--- src/shared/gpio_port_set_defines.svh ---
// Register indices, field positions and reset values of the port set.
`ifndef GPIO_PORT_SET_DEFINES_SVH
`define GPIO_PORT_SET_DEFINES_SVH

// ==========================================================================
// Register indices (byte address is four times the index)
// ==========================================================================
`define IDX_LATCH_PORT_A 16'hFF00
`define IDX_LATCH_PORT_B 16'hFF01
`define IDX_LATCH_PORT_C 16'hFF03
`define IDX_LATCH_PORT_D 16'hFF06
`define IDX_LATCH_PORT_E 16'hFF0C
`define IDX_DIRECTION_PORT_A 16'hFF20
`define IDX_DIRECTION_PORT_B 16'hFF21
`define IDX_DIRECTION_PORT_C 16'hFF23
`define IDX_DIRECTION_PORT_D 16'hFF26
`define IDX_DIRECTION_PORT_E 16'hFF2C
`define IDX_PULLUP_PORT_A 16'hFF30
`define IDX_PULLUP_PORT_B 16'hFF31
`define IDX_PULLUP_PORT_C 16'hFF33
`define IDX_PULLUP_PORT_E 16'hFF3C
`define IDX_OSCILLATOR_MODE 16'hFF40

// ==========================================================================
// Reset values
// ==========================================================================
`define RST_DIRECTION 8'hFF
`define RST_LATCH 8'h00
`define RST_PULLUP 8'h00
`define RST_OSCILLATOR_MODE 8'h00

// ==========================================================================
// Oscillator mode field positions
// ==========================================================================
`define OSC_RESONATOR_BIT 0
`define OSC_EXT_CLOCK_BIT 1

`endif

--- src/shared/gpio_port_set_pkg.sv ---
// Types shared by the port set design.
package gpio_port_set_pkg;

	// ======================================================================
	// Types
	// ======================================================================
	typedef logic [7:0] reg_byte_type;
	typedef logic [15:0] reg_index_type;

endpackage : gpio_port_set_pkg

--- src/verilog/general_purpose_port_set.sv ---
// APB register block and pin logic of five general-purpose ports.
`timescale 1ns/1ns
`include "gpio_port_set_defines.svh"

module general_purpose_port_set
	import gpio_port_set_pkg::*;
#(
	parameter int ADDR_W = 18
)
(
	// Clock, reset and clock enable.
	input wire logic pclk,
	input wire logic presetn,
	input wire logic clk_en,
	// APB slave.
	input wire logic psel,
	input wire logic penable,
	input wire logic pwrite,
	input wire logic [ADDR_W-1:0] paddr,
	input wire logic [31:0] pwdata,
	input wire logic [3:0] pstrb,
	output logic [31:0] prdata,
	output logic pready,
	output logic pslverr,
	// Port A pins.
	input wire logic [1:0] pin_in_a,
	output logic [1:0] pin_out_a,
	output logic [1:0] pin_oe_a,
	output logic [1:0] pullup_en_a,
	// Port B pins.
	input wire logic [7:0] pin_in_b,
	output logic [7:0] pin_out_b,
	output logic [7:0] pin_oe_b,
	output logic [7:0] pullup_en_b,
	// Port C pins.
	input wire logic [3:0] pin_in_c,
	output logic [3:0] pin_out_c,
	output logic [3:0] pin_oe_c,
	output logic [3:0] pullup_en_c,
	// Port D open-drain pins.
	input wire logic [1:0] pin_in_d,
	output logic [1:0] pin_out_d,
	output logic [1:0] pin_oe_d,
	// Port E pins.
	input wire logic [2:0] pin_in_e,
	output logic [2:0] pin_out_e,
	output logic [2:0] pin_oe_e,
	output logic pullup_en_e,
	// Alternate-function outputs of the shared peripherals.
	input wire logic [1:0] alt_drive_en_a,
	input wire logic [1:0] alt_drive_val_a,
	input wire logic [7:0] alt_drive_en_b,
	input wire logic [7:0] alt_drive_val_b,
	input wire logic [3:0] alt_drive_en_c,
	input wire logic [3:0] alt_drive_val_c,
	// Oscillator takeover of port E bits 1 and 2.
	output logic osc_takeover
);
	default disable iff (!presetn);

	// ======================================================================
	// Functions
	// ======================================================================
	function automatic reg_byte_type merge_read(input reg_byte_type dir,
		input reg_byte_type latch, input reg_byte_type pin);
		merge_read = (dir & pin) | (~dir & latch);
	endfunction : merge_read

	function automatic logic [18:0] agree_filter(input logic [18:0] s2,
		input logic [18:0] s3, input logic [18:0] held);
		agree_filter = (~(s2 ^ s3) & s2) | ((s2 ^ s3) & held);
	endfunction : agree_filter

	// ======================================================================
	// Registers
	// ======================================================================
	logic [1:0] dir_a_reg;
	logic [7:0] dir_b_reg;
	logic [3:0] dir_c_reg;
	logic [1:0] dir_d_reg;
	logic [2:0] dir_e_reg;
	logic [1:0] latch_a_reg;
	logic [7:0] latch_b_reg;
	logic [3:0] latch_c_reg;
	logic [1:0] latch_d_reg;
	logic [2:0] latch_e_reg;
	logic [1:0] pullup_a_reg;
	logic [7:0] pullup_b_reg;
	logic [3:0] pullup_c_reg;
	logic pullup_e_reg;
	logic [7:0] osc_mode_reg;
	logic [31:0] prdata_reg;
	logic [31:0] prdata_next;
	logic [18:0] sync1_reg;
	logic [18:0] sync2_reg;
	logic [18:0] sync3_reg;
	logic [18:0] pins_reg;
	logic [18:0] pins_next;

	// ======================================================================
	// Address decode
	// ======================================================================
	wire reg_index_type index = paddr[17:2];
	wire aligned = (paddr[1:0] == 2'h0);
	wire hit_latch_a = aligned && (index == `IDX_LATCH_PORT_A);
	wire hit_latch_b = aligned && (index == `IDX_LATCH_PORT_B);
	wire hit_latch_c = aligned && (index == `IDX_LATCH_PORT_C);
	wire hit_latch_d = aligned && (index == `IDX_LATCH_PORT_D);
	wire hit_latch_e = aligned && (index == `IDX_LATCH_PORT_E);
	wire hit_dir_a = aligned && (index == `IDX_DIRECTION_PORT_A);
	wire hit_dir_b = aligned && (index == `IDX_DIRECTION_PORT_B);
	wire hit_dir_c = aligned && (index == `IDX_DIRECTION_PORT_C);
	wire hit_dir_d = aligned && (index == `IDX_DIRECTION_PORT_D);
	wire hit_dir_e = aligned && (index == `IDX_DIRECTION_PORT_E);
	wire hit_pu_a = aligned && (index == `IDX_PULLUP_PORT_A);
	wire hit_pu_b = aligned && (index == `IDX_PULLUP_PORT_B);
	wire hit_pu_c = aligned && (index == `IDX_PULLUP_PORT_C);
	wire hit_pu_e = aligned && (index == `IDX_PULLUP_PORT_E);
	wire hit_osc = aligned && (index == `IDX_OSCILLATOR_MODE);
	wire hit_any = hit_latch_a | hit_latch_b | hit_latch_c | hit_latch_d |
		hit_latch_e | hit_dir_a | hit_dir_b | hit_dir_c | hit_dir_d |
		hit_dir_e | hit_pu_a | hit_pu_b | hit_pu_c | hit_pu_e | hit_osc;

	wire access = psel && penable && clk_en;
	wire setup = psel && !penable && clk_en;
	wire wr_byte = access && pwrite && pstrb[0];
	wire reg_byte_type wdat = pwdata[7:0];

	assign pready = clk_en;
	assign pslverr = psel && penable && !hit_any;
	assign prdata = prdata_reg;

	// ======================================================================
	// Pin input synchroniser
	// ======================================================================
	wire [18:0] pins_raw = {pin_in_e, pin_in_d, pin_in_c, pin_in_b,
		pin_in_a};
	assign pins_next = agree_filter(sync2_reg, sync3_reg, pins_reg);

	always_ff @(posedge pclk or negedge presetn)
	begin
		if (!presetn)
		begin
			sync1_reg <= 19'h0;
			sync2_reg <= 19'h0;
			sync3_reg <= 19'h0;
			pins_reg <= 19'h0;
		end
		else if (clk_en)
		begin
			sync1_reg <= pins_raw;
			sync2_reg <= sync1_reg;
			sync3_reg <= sync2_reg;
			pins_reg <= pins_next;
		end
	end

	wire [1:0] pins_a = pins_reg[1:0];
	wire [7:0] pins_b = pins_reg[9:2];
	wire [3:0] pins_c = pins_reg[13:10];
	wire [1:0] pins_d = pins_reg[15:14];
	wire [2:0] pins_e = pins_reg[18:16];

	// ======================================================================
	// Direction, latch, pull-up and oscillator mode registers
	// ======================================================================
	always_ff @(posedge pclk or negedge presetn)
	begin
		if (!presetn)
		begin
			dir_a_reg <= 2'h3;
			dir_b_reg <= `RST_DIRECTION;
			dir_c_reg <= 4'hF;
			dir_d_reg <= 2'h3;
			dir_e_reg <= 3'h7;
		end
		else
		begin
			if (wr_byte && hit_dir_a)
				dir_a_reg <= wdat[1:0];
			if (wr_byte && hit_dir_b)
				dir_b_reg <= wdat;
			if (wr_byte && hit_dir_c)
				dir_c_reg <= wdat[3:0];
			if (wr_byte && hit_dir_d)
				dir_d_reg <= wdat[1:0];
			if (wr_byte && hit_dir_e)
				dir_e_reg <= wdat[2:0];
		end
	end

	always_ff @(posedge pclk or negedge presetn)
	begin
		if (!presetn)
		begin
			latch_a_reg <= 2'h0;
			latch_b_reg <= `RST_LATCH;
			latch_c_reg <= 4'h0;
			latch_d_reg <= 2'h0;
			latch_e_reg <= 3'h0;
		end
		else
		begin
			if (wr_byte && hit_latch_a)
				latch_a_reg <= wdat[1:0];
			if (wr_byte && hit_latch_b)
				latch_b_reg <= wdat;
			if (wr_byte && hit_latch_c)
				latch_c_reg <= wdat[3:0];
			if (wr_byte && hit_latch_d)
				latch_d_reg <= wdat[1:0];
			if (wr_byte && hit_latch_e)
				latch_e_reg <= wdat[2:0];
		end
	end

	always_ff @(posedge pclk or negedge presetn)
	begin
		if (!presetn)
		begin
			pullup_a_reg <= 2'h0;
			pullup_b_reg <= `RST_PULLUP;
			pullup_c_reg <= 4'h0;
			pullup_e_reg <= 1'b0;
			osc_mode_reg <= `RST_OSCILLATOR_MODE;
		end
		else
		begin
			if (wr_byte && hit_pu_a)
				pullup_a_reg <= wdat[1:0];
			if (wr_byte && hit_pu_b)
				pullup_b_reg <= wdat;
			if (wr_byte && hit_pu_c)
				pullup_c_reg <= wdat[3:0];
			if (wr_byte && hit_pu_e)
				pullup_e_reg <= wdat[0];
			if (wr_byte && hit_osc)
				osc_mode_reg <= wdat;
		end
	end

	// ======================================================================
	// Read path
	// ======================================================================
	wire reg_byte_type rd_latch_a = merge_read({6'h3F, dir_a_reg},
		{6'h0, latch_a_reg}, {6'h0, pins_a}) & 8'h03;
	wire reg_byte_type rd_latch_b = merge_read(dir_b_reg, latch_b_reg,
		pins_b);
	wire reg_byte_type rd_latch_c = merge_read({4'hF, dir_c_reg},
		{4'h0, latch_c_reg}, {4'h0, pins_c}) & 8'h0F;
	wire reg_byte_type rd_latch_d = merge_read({6'h3F, dir_d_reg},
		{6'h0, latch_d_reg}, {6'h0, pins_d}) & 8'h03;
	wire reg_byte_type rd_latch_e = merge_read({5'h1F, dir_e_reg},
		{5'h0, latch_e_reg}, {5'h0, pins_e}) & 8'h07;

	// Unused direction bits read as one and leave every pin an input.
	wire reg_byte_type rd_data =
		hit_latch_a ? rd_latch_a :
		hit_latch_b ? rd_latch_b :
		hit_latch_c ? rd_latch_c :
		hit_latch_d ? rd_latch_d :
		hit_latch_e ? rd_latch_e :
		hit_dir_a ? {6'h3F, dir_a_reg} :
		hit_dir_b ? dir_b_reg :
		hit_dir_c ? {4'hF, dir_c_reg} :
		hit_dir_d ? {6'h3F, dir_d_reg} :
		hit_dir_e ? {5'h1F, dir_e_reg} :
		hit_pu_a ? {6'h0, pullup_a_reg} :
		hit_pu_b ? pullup_b_reg :
		hit_pu_c ? {4'h0, pullup_c_reg} :
		hit_pu_e ? {7'h0, pullup_e_reg} :
		hit_osc ? osc_mode_reg :
		8'h00;

	assign prdata_next = (setup && !pwrite) ? {24'h0, rd_data} : prdata_reg;

	always_ff @(posedge pclk or negedge presetn)
	begin
		if (!presetn)
			prdata_reg <= 32'h0;
		else
			prdata_reg <= prdata_next;
	end

	// ======================================================================
	// Pin drive
	// ======================================================================
	assign osc_takeover = osc_mode_reg[`OSC_RESONATOR_BIT] |
		osc_mode_reg[`OSC_EXT_CLOCK_BIT];

	// Fourteen push-pull pins drive whenever their direction bit is zero.
	assign pin_oe_a = ~dir_a_reg;
	assign pin_out_a = (alt_drive_en_a & alt_drive_val_a) |
		(~alt_drive_en_a & latch_a_reg);
	assign pin_oe_b = ~dir_b_reg;
	assign pin_out_b = (alt_drive_en_b & alt_drive_val_b) |
		(~alt_drive_en_b & latch_b_reg);
	assign pin_oe_c = ~dir_c_reg;
	assign pin_out_c = (alt_drive_en_c & alt_drive_val_c) |
		(~alt_drive_en_c & latch_c_reg);

	// Port D only ever pulls low.
	assign pin_out_d = 2'h0;
	assign pin_oe_d = ~dir_d_reg & ~latch_d_reg;

	// The oscillator owns E1 and E2 in resonator or external clock mode.
	assign pin_oe_e = {~dir_e_reg[2:1] & {2{~osc_takeover}},
		~dir_e_reg[0]};
	assign pin_out_e = latch_e_reg & {~osc_takeover, ~osc_takeover, 1'b1};

	// Pull-ups only while the pin is an input and not an alternate output.
	assign pullup_en_a = pullup_a_reg & dir_a_reg & ~alt_drive_en_a;
	assign pullup_en_b = pullup_b_reg & dir_b_reg & ~alt_drive_en_b;
	assign pullup_en_c = pullup_c_reg & dir_c_reg & ~alt_drive_en_c;
	assign pullup_en_e = pullup_e_reg & dir_e_reg[0];

	// ======================================================================
	// Assertions
	// ======================================================================
	logic released_reg;

	always_ff @(posedge pclk or negedge presetn)
	begin
		if (!presetn)
			released_reg <= 1'b0;
		else
			released_reg <= 1'b1;
	end

	AST_DIR_A_WRITE: assert property (@(posedge pclk)
		(wr_byte && hit_dir_a) |=> (dir_a_reg == $past(pwdata[1:0])))
		else $error("direction A did not take the written value");

	AST_LATCH_B_TO_PIN: assert property (@(posedge pclk)
		(wr_byte && hit_latch_b && (alt_drive_en_b == 8'h00)) |=>
		(pin_out_b == $past(pwdata[7:0])) &&
		(pin_oe_b == ~$past(dir_b_reg)))
		else $error("port B latch write not seen on the pins");

	AST_DIR_C_READ_ONES: assert property (@(posedge pclk)
		(setup && !pwrite && hit_dir_c) |=> (prdata[7:4] == 4'hF))
		else $error("unused direction C bits did not read as one");

	AST_PORT_D_OPEN_DRAIN: assert property (@(posedge pclk)
		(pin_out_d == 2'h0) && ((pin_oe_d & latch_d_reg) == 2'h0))
		else $error("port D drove high or drove with latch one");

	AST_RESET_INPUTS: assert property (@(posedge pclk)
		!released_reg |-> (pin_oe_a == 2'h0) && (pin_oe_b == 8'h00) &&
		(pin_oe_c == 4'h0) && (pin_oe_d == 2'h0) && (pin_oe_e == 3'h0))
		else $error("a pin drove right after reset");

	AST_OSC_TAKEOVER: assert property (@(posedge pclk)
		(wr_byte && hit_osc && (pwdata[1:0] != 2'h0)) |=>
		osc_takeover && (pin_oe_e[2:1] == 2'h0))
		else $error("oscillator mode did not release E1 and E2");

	AST_PULLUP_OFF_OUTPUT: assert property (@(posedge pclk)
		((pullup_en_b & ~dir_b_reg) == 8'h00) &&
		((pullup_en_c & alt_drive_en_c) == 4'h0) &&
		!(pullup_en_e && !dir_e_reg[0]))
		else $error("pull-up connected to a driving pin");

	AST_READ_MERGE: assert property (@(posedge pclk)
		(setup && !pwrite && hit_latch_b) |=>
		(prdata[7:0] == (($past(dir_b_reg) & $past(pins_b)) |
		(~$past(dir_b_reg) & $past(latch_b_reg)))))
		else $error("port B read did not merge pins and latch");

	AST_INPUT_WRITE_NO_PIN: assert property (@(posedge pclk)
		(wr_byte && hit_latch_a && (dir_a_reg == 2'h3)) |=>
		(pin_oe_a == 2'h0) && (latch_a_reg == $past(pwdata[1:0])))
		else $error("latch write in input mode disturbed port A");

endmodule : general_purpose_port_set
--- config.mk ---
export PLATFORM = sky130hd
export DESIGN_NAME = general_purpose_port_set
export DESIGN_NICKNAME = d
export VERILOG_FILES = /design/src/shared/gpio_port_set_pkg.sv /design/src/verilog/general_purpose_port_set.sv
export VERILOG_INCLUDE_DIRS = /design/src /design/src/shared
export SDC_FILE = /design/constraint.sdc
export NUM_CORES = 1
export LEC_CHECK = 0
export BUFFER_PORTS_ARGS = -buffer_cell sky130_fd_sc_hd__clkbuf_2
export CAP_MARGIN = 40
export CELL_PAD_IN_SITES_DETAIL_PLACEMENT = 1
export CELL_PAD_IN_SITES_GLOBAL_PLACEMENT = 2
export CORE_MARGIN = 2
export CORE_UTILIZATION = 30
export CTS_CLUSTER_DIAMETER = 80
export CTS_CLUSTER_SIZE = 20
export DETAILED_ROUTE_END_ITERATION = 10
export PLACE_DENSITY = 0.73
export SETUP_SLACK_MARGIN = 0.3
export SYNTH_ARGS = -nofsm -noshare
export SYNTH_HDL_FRONTEND = slang
export SYNTH_SLANG_ARGS = --single-unit
--- constraint.sdc ---
create_clock -name pclk -period 1.8 [get_ports pclk]
set_input_delay 0.18 -clock pclk [delete_from_list [all_inputs] [get_ports pclk]]
set_output_delay 0.18 -clock pclk [all_outputs]
set_load 0.05 [all_outputs]
==> results.json <==
{
  "status": "finished, violations left",
  "violations": "negative setup slack",
  "htreeDepth": 4,
  "vias": 6200,
  "slew_headroom": 0.6394,
  "place_hpwl_microns": 17580,
  "final_cells": 1284,
  "worst_pin_slew_ps": 535.3,
  "drc": 0,
  "ios": 195,
  "multiInputGateArea_sq_um": 4116,
  "core-area_sq_um": 23610,
  "clock_latency_ps": 420,
  "rows": 56,
  "synth_edf_count": 0,
  "netlist_instances": 653,
  "ir_worst_vdd_mv": 0.5209,
  "place_inst": 1185,
  "drive_gt1_frac": 0.5990,
  "cp.arrival_ps": 1870,
  "rsz0062_at_grt": "true",
  "setup.worst_path.class": "primary input to output port",
  "start_util": 0.3081,
  "p_switching_w": 0.002280,
  "clock_path_buffers": 2,
  "grt_max_degree": 67,
  "async_reset_ff_frac": 1.000,
  "seq_area_sq_um": 3652,
  "die_w_microns": 159.7,
  "fin_crit_sh": 1.138,
  "final_max_slew_viol_count": 0,
  "setup_viol": 14,
  "ys_warn_count": 0,
  "final_cell_mix": "dfrtp_1 (126), buf_4 (116), mux2_2 (104), clkbuf_2 (87), a21oi_1 (42)",
  "syn_area_sq_um": 7276,
  "cp.required_ps": 1620,
  "clkPwrFrac": 0.388,
  "critPathCaptureType": "output port",
  "ant_nets": 0,
  "grtUsageTotal": 0.1893,
  "fin_worst_skew_ps": 9.019,
  "die_height_microns": 159.7,
  "synthFlopType": "dfrtp_1",
  "wl_per_cell_microns": 18.85,
  "min_path_type": "primary input to flip-flop",
  "cts_root_buf": "clkbuf_16",
  "synth.distinct_cells": 54,
  "syn_area_per_cell_sq_um": 11.14,
  "placed_area_sq_um": 9186,
  "finalNetCount": 1059,
  "via_per_inst": 4.829,
  "dr.pass1.iters": 4,
  "cpMaxStageDelayCell": "or3_4",
  "syn2layout_area_growth_pct": 58.19,
  "hold_path_depth": 2,
  "grt_pass1_vias": 6508,
  "p_int_w": 0.005919,
  "routed_wirelength_microns": 24210,
  "clkTransAtPathRegs_ps": 60,
  "fill_cells": 2553,
  "hold_viol": 0,
  "yosys_register_bits": 145,
  "numCtsBuffers": 17,
  "clock_sinks": 145,
  "worstSetupPathDepth": 8,
  "setup_ws_ps": -248.9,
  "port_buffers": 141,
  "cpMostUsedCell": "or3_4",
  "final_common_cell": "dfrtp_1",
  "cp-start-kind": "primary input",
  "cp_num_buf_inv": 3,
  "place.gp.congestion": 0.8625,
  "fin_crit_ps": 2049,
  "path_delay_family": "simple AND/OR/NAND/NOR gates",
  "critPathMaxFanout": 5,
  "antenna_cells": 0,
  "grt_pass1_wl_microns": 37270,
  "cp_cell_sequence": "buf_6, or3_4, or3_4, or3_4, buf_6, nand2_4, nor3_2, clkbuf_8",
  "grt_antenna_before_repair": 0,
  "drt-initial-drc-count": 291,
  "p_leak_nw": 5.401,
  "ys_seq_area_frac": 0.5020,
  "dieArea_sq_um": 25510,
  "powerDensity_nw_per_um2": 712.3,
  "switching_share": 0.2781,
  "grt_overflow": 0,
  "maxCapViolCount": 0,
  "slowest_delay_ps": 420,
  "seqPwrFrac": 0.469,
  "p_comb_frac": 0.142,
  "final_cell_area_sq_um": 11510,
  "cts_tree": "yes",
  "timing.fmax_ghz": 0.4881,
  "reg2reg_depth": 8
}
-- power groups by stage --
stage          registers, W  logic (W)  clock network (W)
5_1_grt             0.00390    0.00128            0.00344
6_report            0.00385    0.00117            0.00318
4_1_cts             0.00384    0.00114            0.00329
3_5_place_dp        0.00390    0.00104                  0
2_1_floorplan       0.00378   0.000737                  0
3_3_place_gp        0.00388    0.00101                  0
-- layout make-up --
| cell class | instances | share of cell area |
|---|---|---|
| Tap cell | 319 | 0.03468 |
| Inverter | 20 | 0.007827 |
| Sequential cell | 145 | 0.3173 |
| Timing Repair Buffer | 306 | 0.2360 |
| Clock inverter | 12 | 0.007718 |
| Multi-Input combinational cell | 462 | 0.3576 |
| Clock buffer | 20 | 0.03881 |
-- worst paths after layout --
kind	slack, ps	start	to
worst max-delay path	-250	paddr[3]	pslverr
worst min-delay path	60	pwdata[6]	osc_mode_reg[6]
max in group asynchronous	930	presetn	dir_b_reg[5]
min in group asynchronous	210	presetn	osc_mode_reg[4]
worst max register to register	50	dir_b_reg[1]	prdata[1]
worst min register to register	490	sync3_reg[9]	flip-flop
-- cells by family after synthesis --
| group | after synthesis | synth area share |
|---|---|---|
| and+or+nand+nor | 185 | 0.1297 |
| other | 1 | 0.0005154 |
| xor gates and xnor gates | 1 | 0.001204 |
| buffers and inverters | 71 | 0.05159 |
| DFF | 145 | 0.5020 |
| muxes | 149 | 0.2279 |
| AOI/OAI and AO/OA | 101 | 0.08719 |
-- routing by layer --
layer | vias to the layer above | GRT usage | routed length [microns]
li1 | 2906 | - | -
met1 | 3138 | 0.2484 | 10810
met2 | 130 | 0.3192 | 11950
met3 | 26 | 0.03532 | 906
met4 | 0 | 0.05455 | 543
met5 | - | 0 | 0
-- through the flow --
stage | hold slack [ps] | power (W) | utilization | setup slack, ps | setup TNS [ps]
detailed placement | 83.59 | 0.004945 | 0.3890 | -549.7 | -20010
finish | 58.46 | 0.008199 | 0.4874 | -248.9 | -1852
global route | 54.69 | 0.008623 | 0.4874 | -268.9 | -2376
global placement | 79.15 | 0.004882 | 0.3887 | -502.0 | -22560
CTS | 39.76 | 0.008273 | 0.4607 | -243.8 | -393.2
floorplan | -115.6 | 0.004520 | - | -378.0 | -5904
-- cells in the mapped netlist, types with 3 or more instances --
master / count / area [sq um]
nor2_1: 52 / 195.2
buf_1: 3 / 11.26
mux2i_1: 16 / 160.2
a211oi_1: 4 / 30.03
and2_1: 3 / 18.77
mux2_2: 133 / 1498
clkbuf_1: 19 / 71.32
dfrtp_1: 126 / 3153
nand2_1: 44 / 165.2
a31oi_1: 4 / 25.02
buf_4: 29 / 217.7
dfstp_2: 19 / 499.2
nand4_1: 4 / 25.02
nand3_1: 8 / 40.04
a21oi_1: 43 / 215.2
inv_1: 20 / 75.07
a221oi_1: 4 / 35.03
or3_4: 3 / 33.78
nor3_2: 3 / 30.03
a2bb2oi_1: 5 / 43.79
o21ai_0: 19 / 95.09
nand2b_1: 24 / 150.1
and3_1: 6 / 37.54
nor4_1: 9 / 56.30
a22oi_1: 5 / 37.54
nor3_1: 13 / 65.06
-- what timing repair did --
item,in CTS,in global routing
resized for setup,193,141
gates cloned,0,0
pin swaps,37,40
hold endpoints to repair,114,0
buffers inserted,24,23
hold buffers,20,0
endpoints found under the setup margin,105,112
Note: power is estimated with default switching activity, not from simulation.
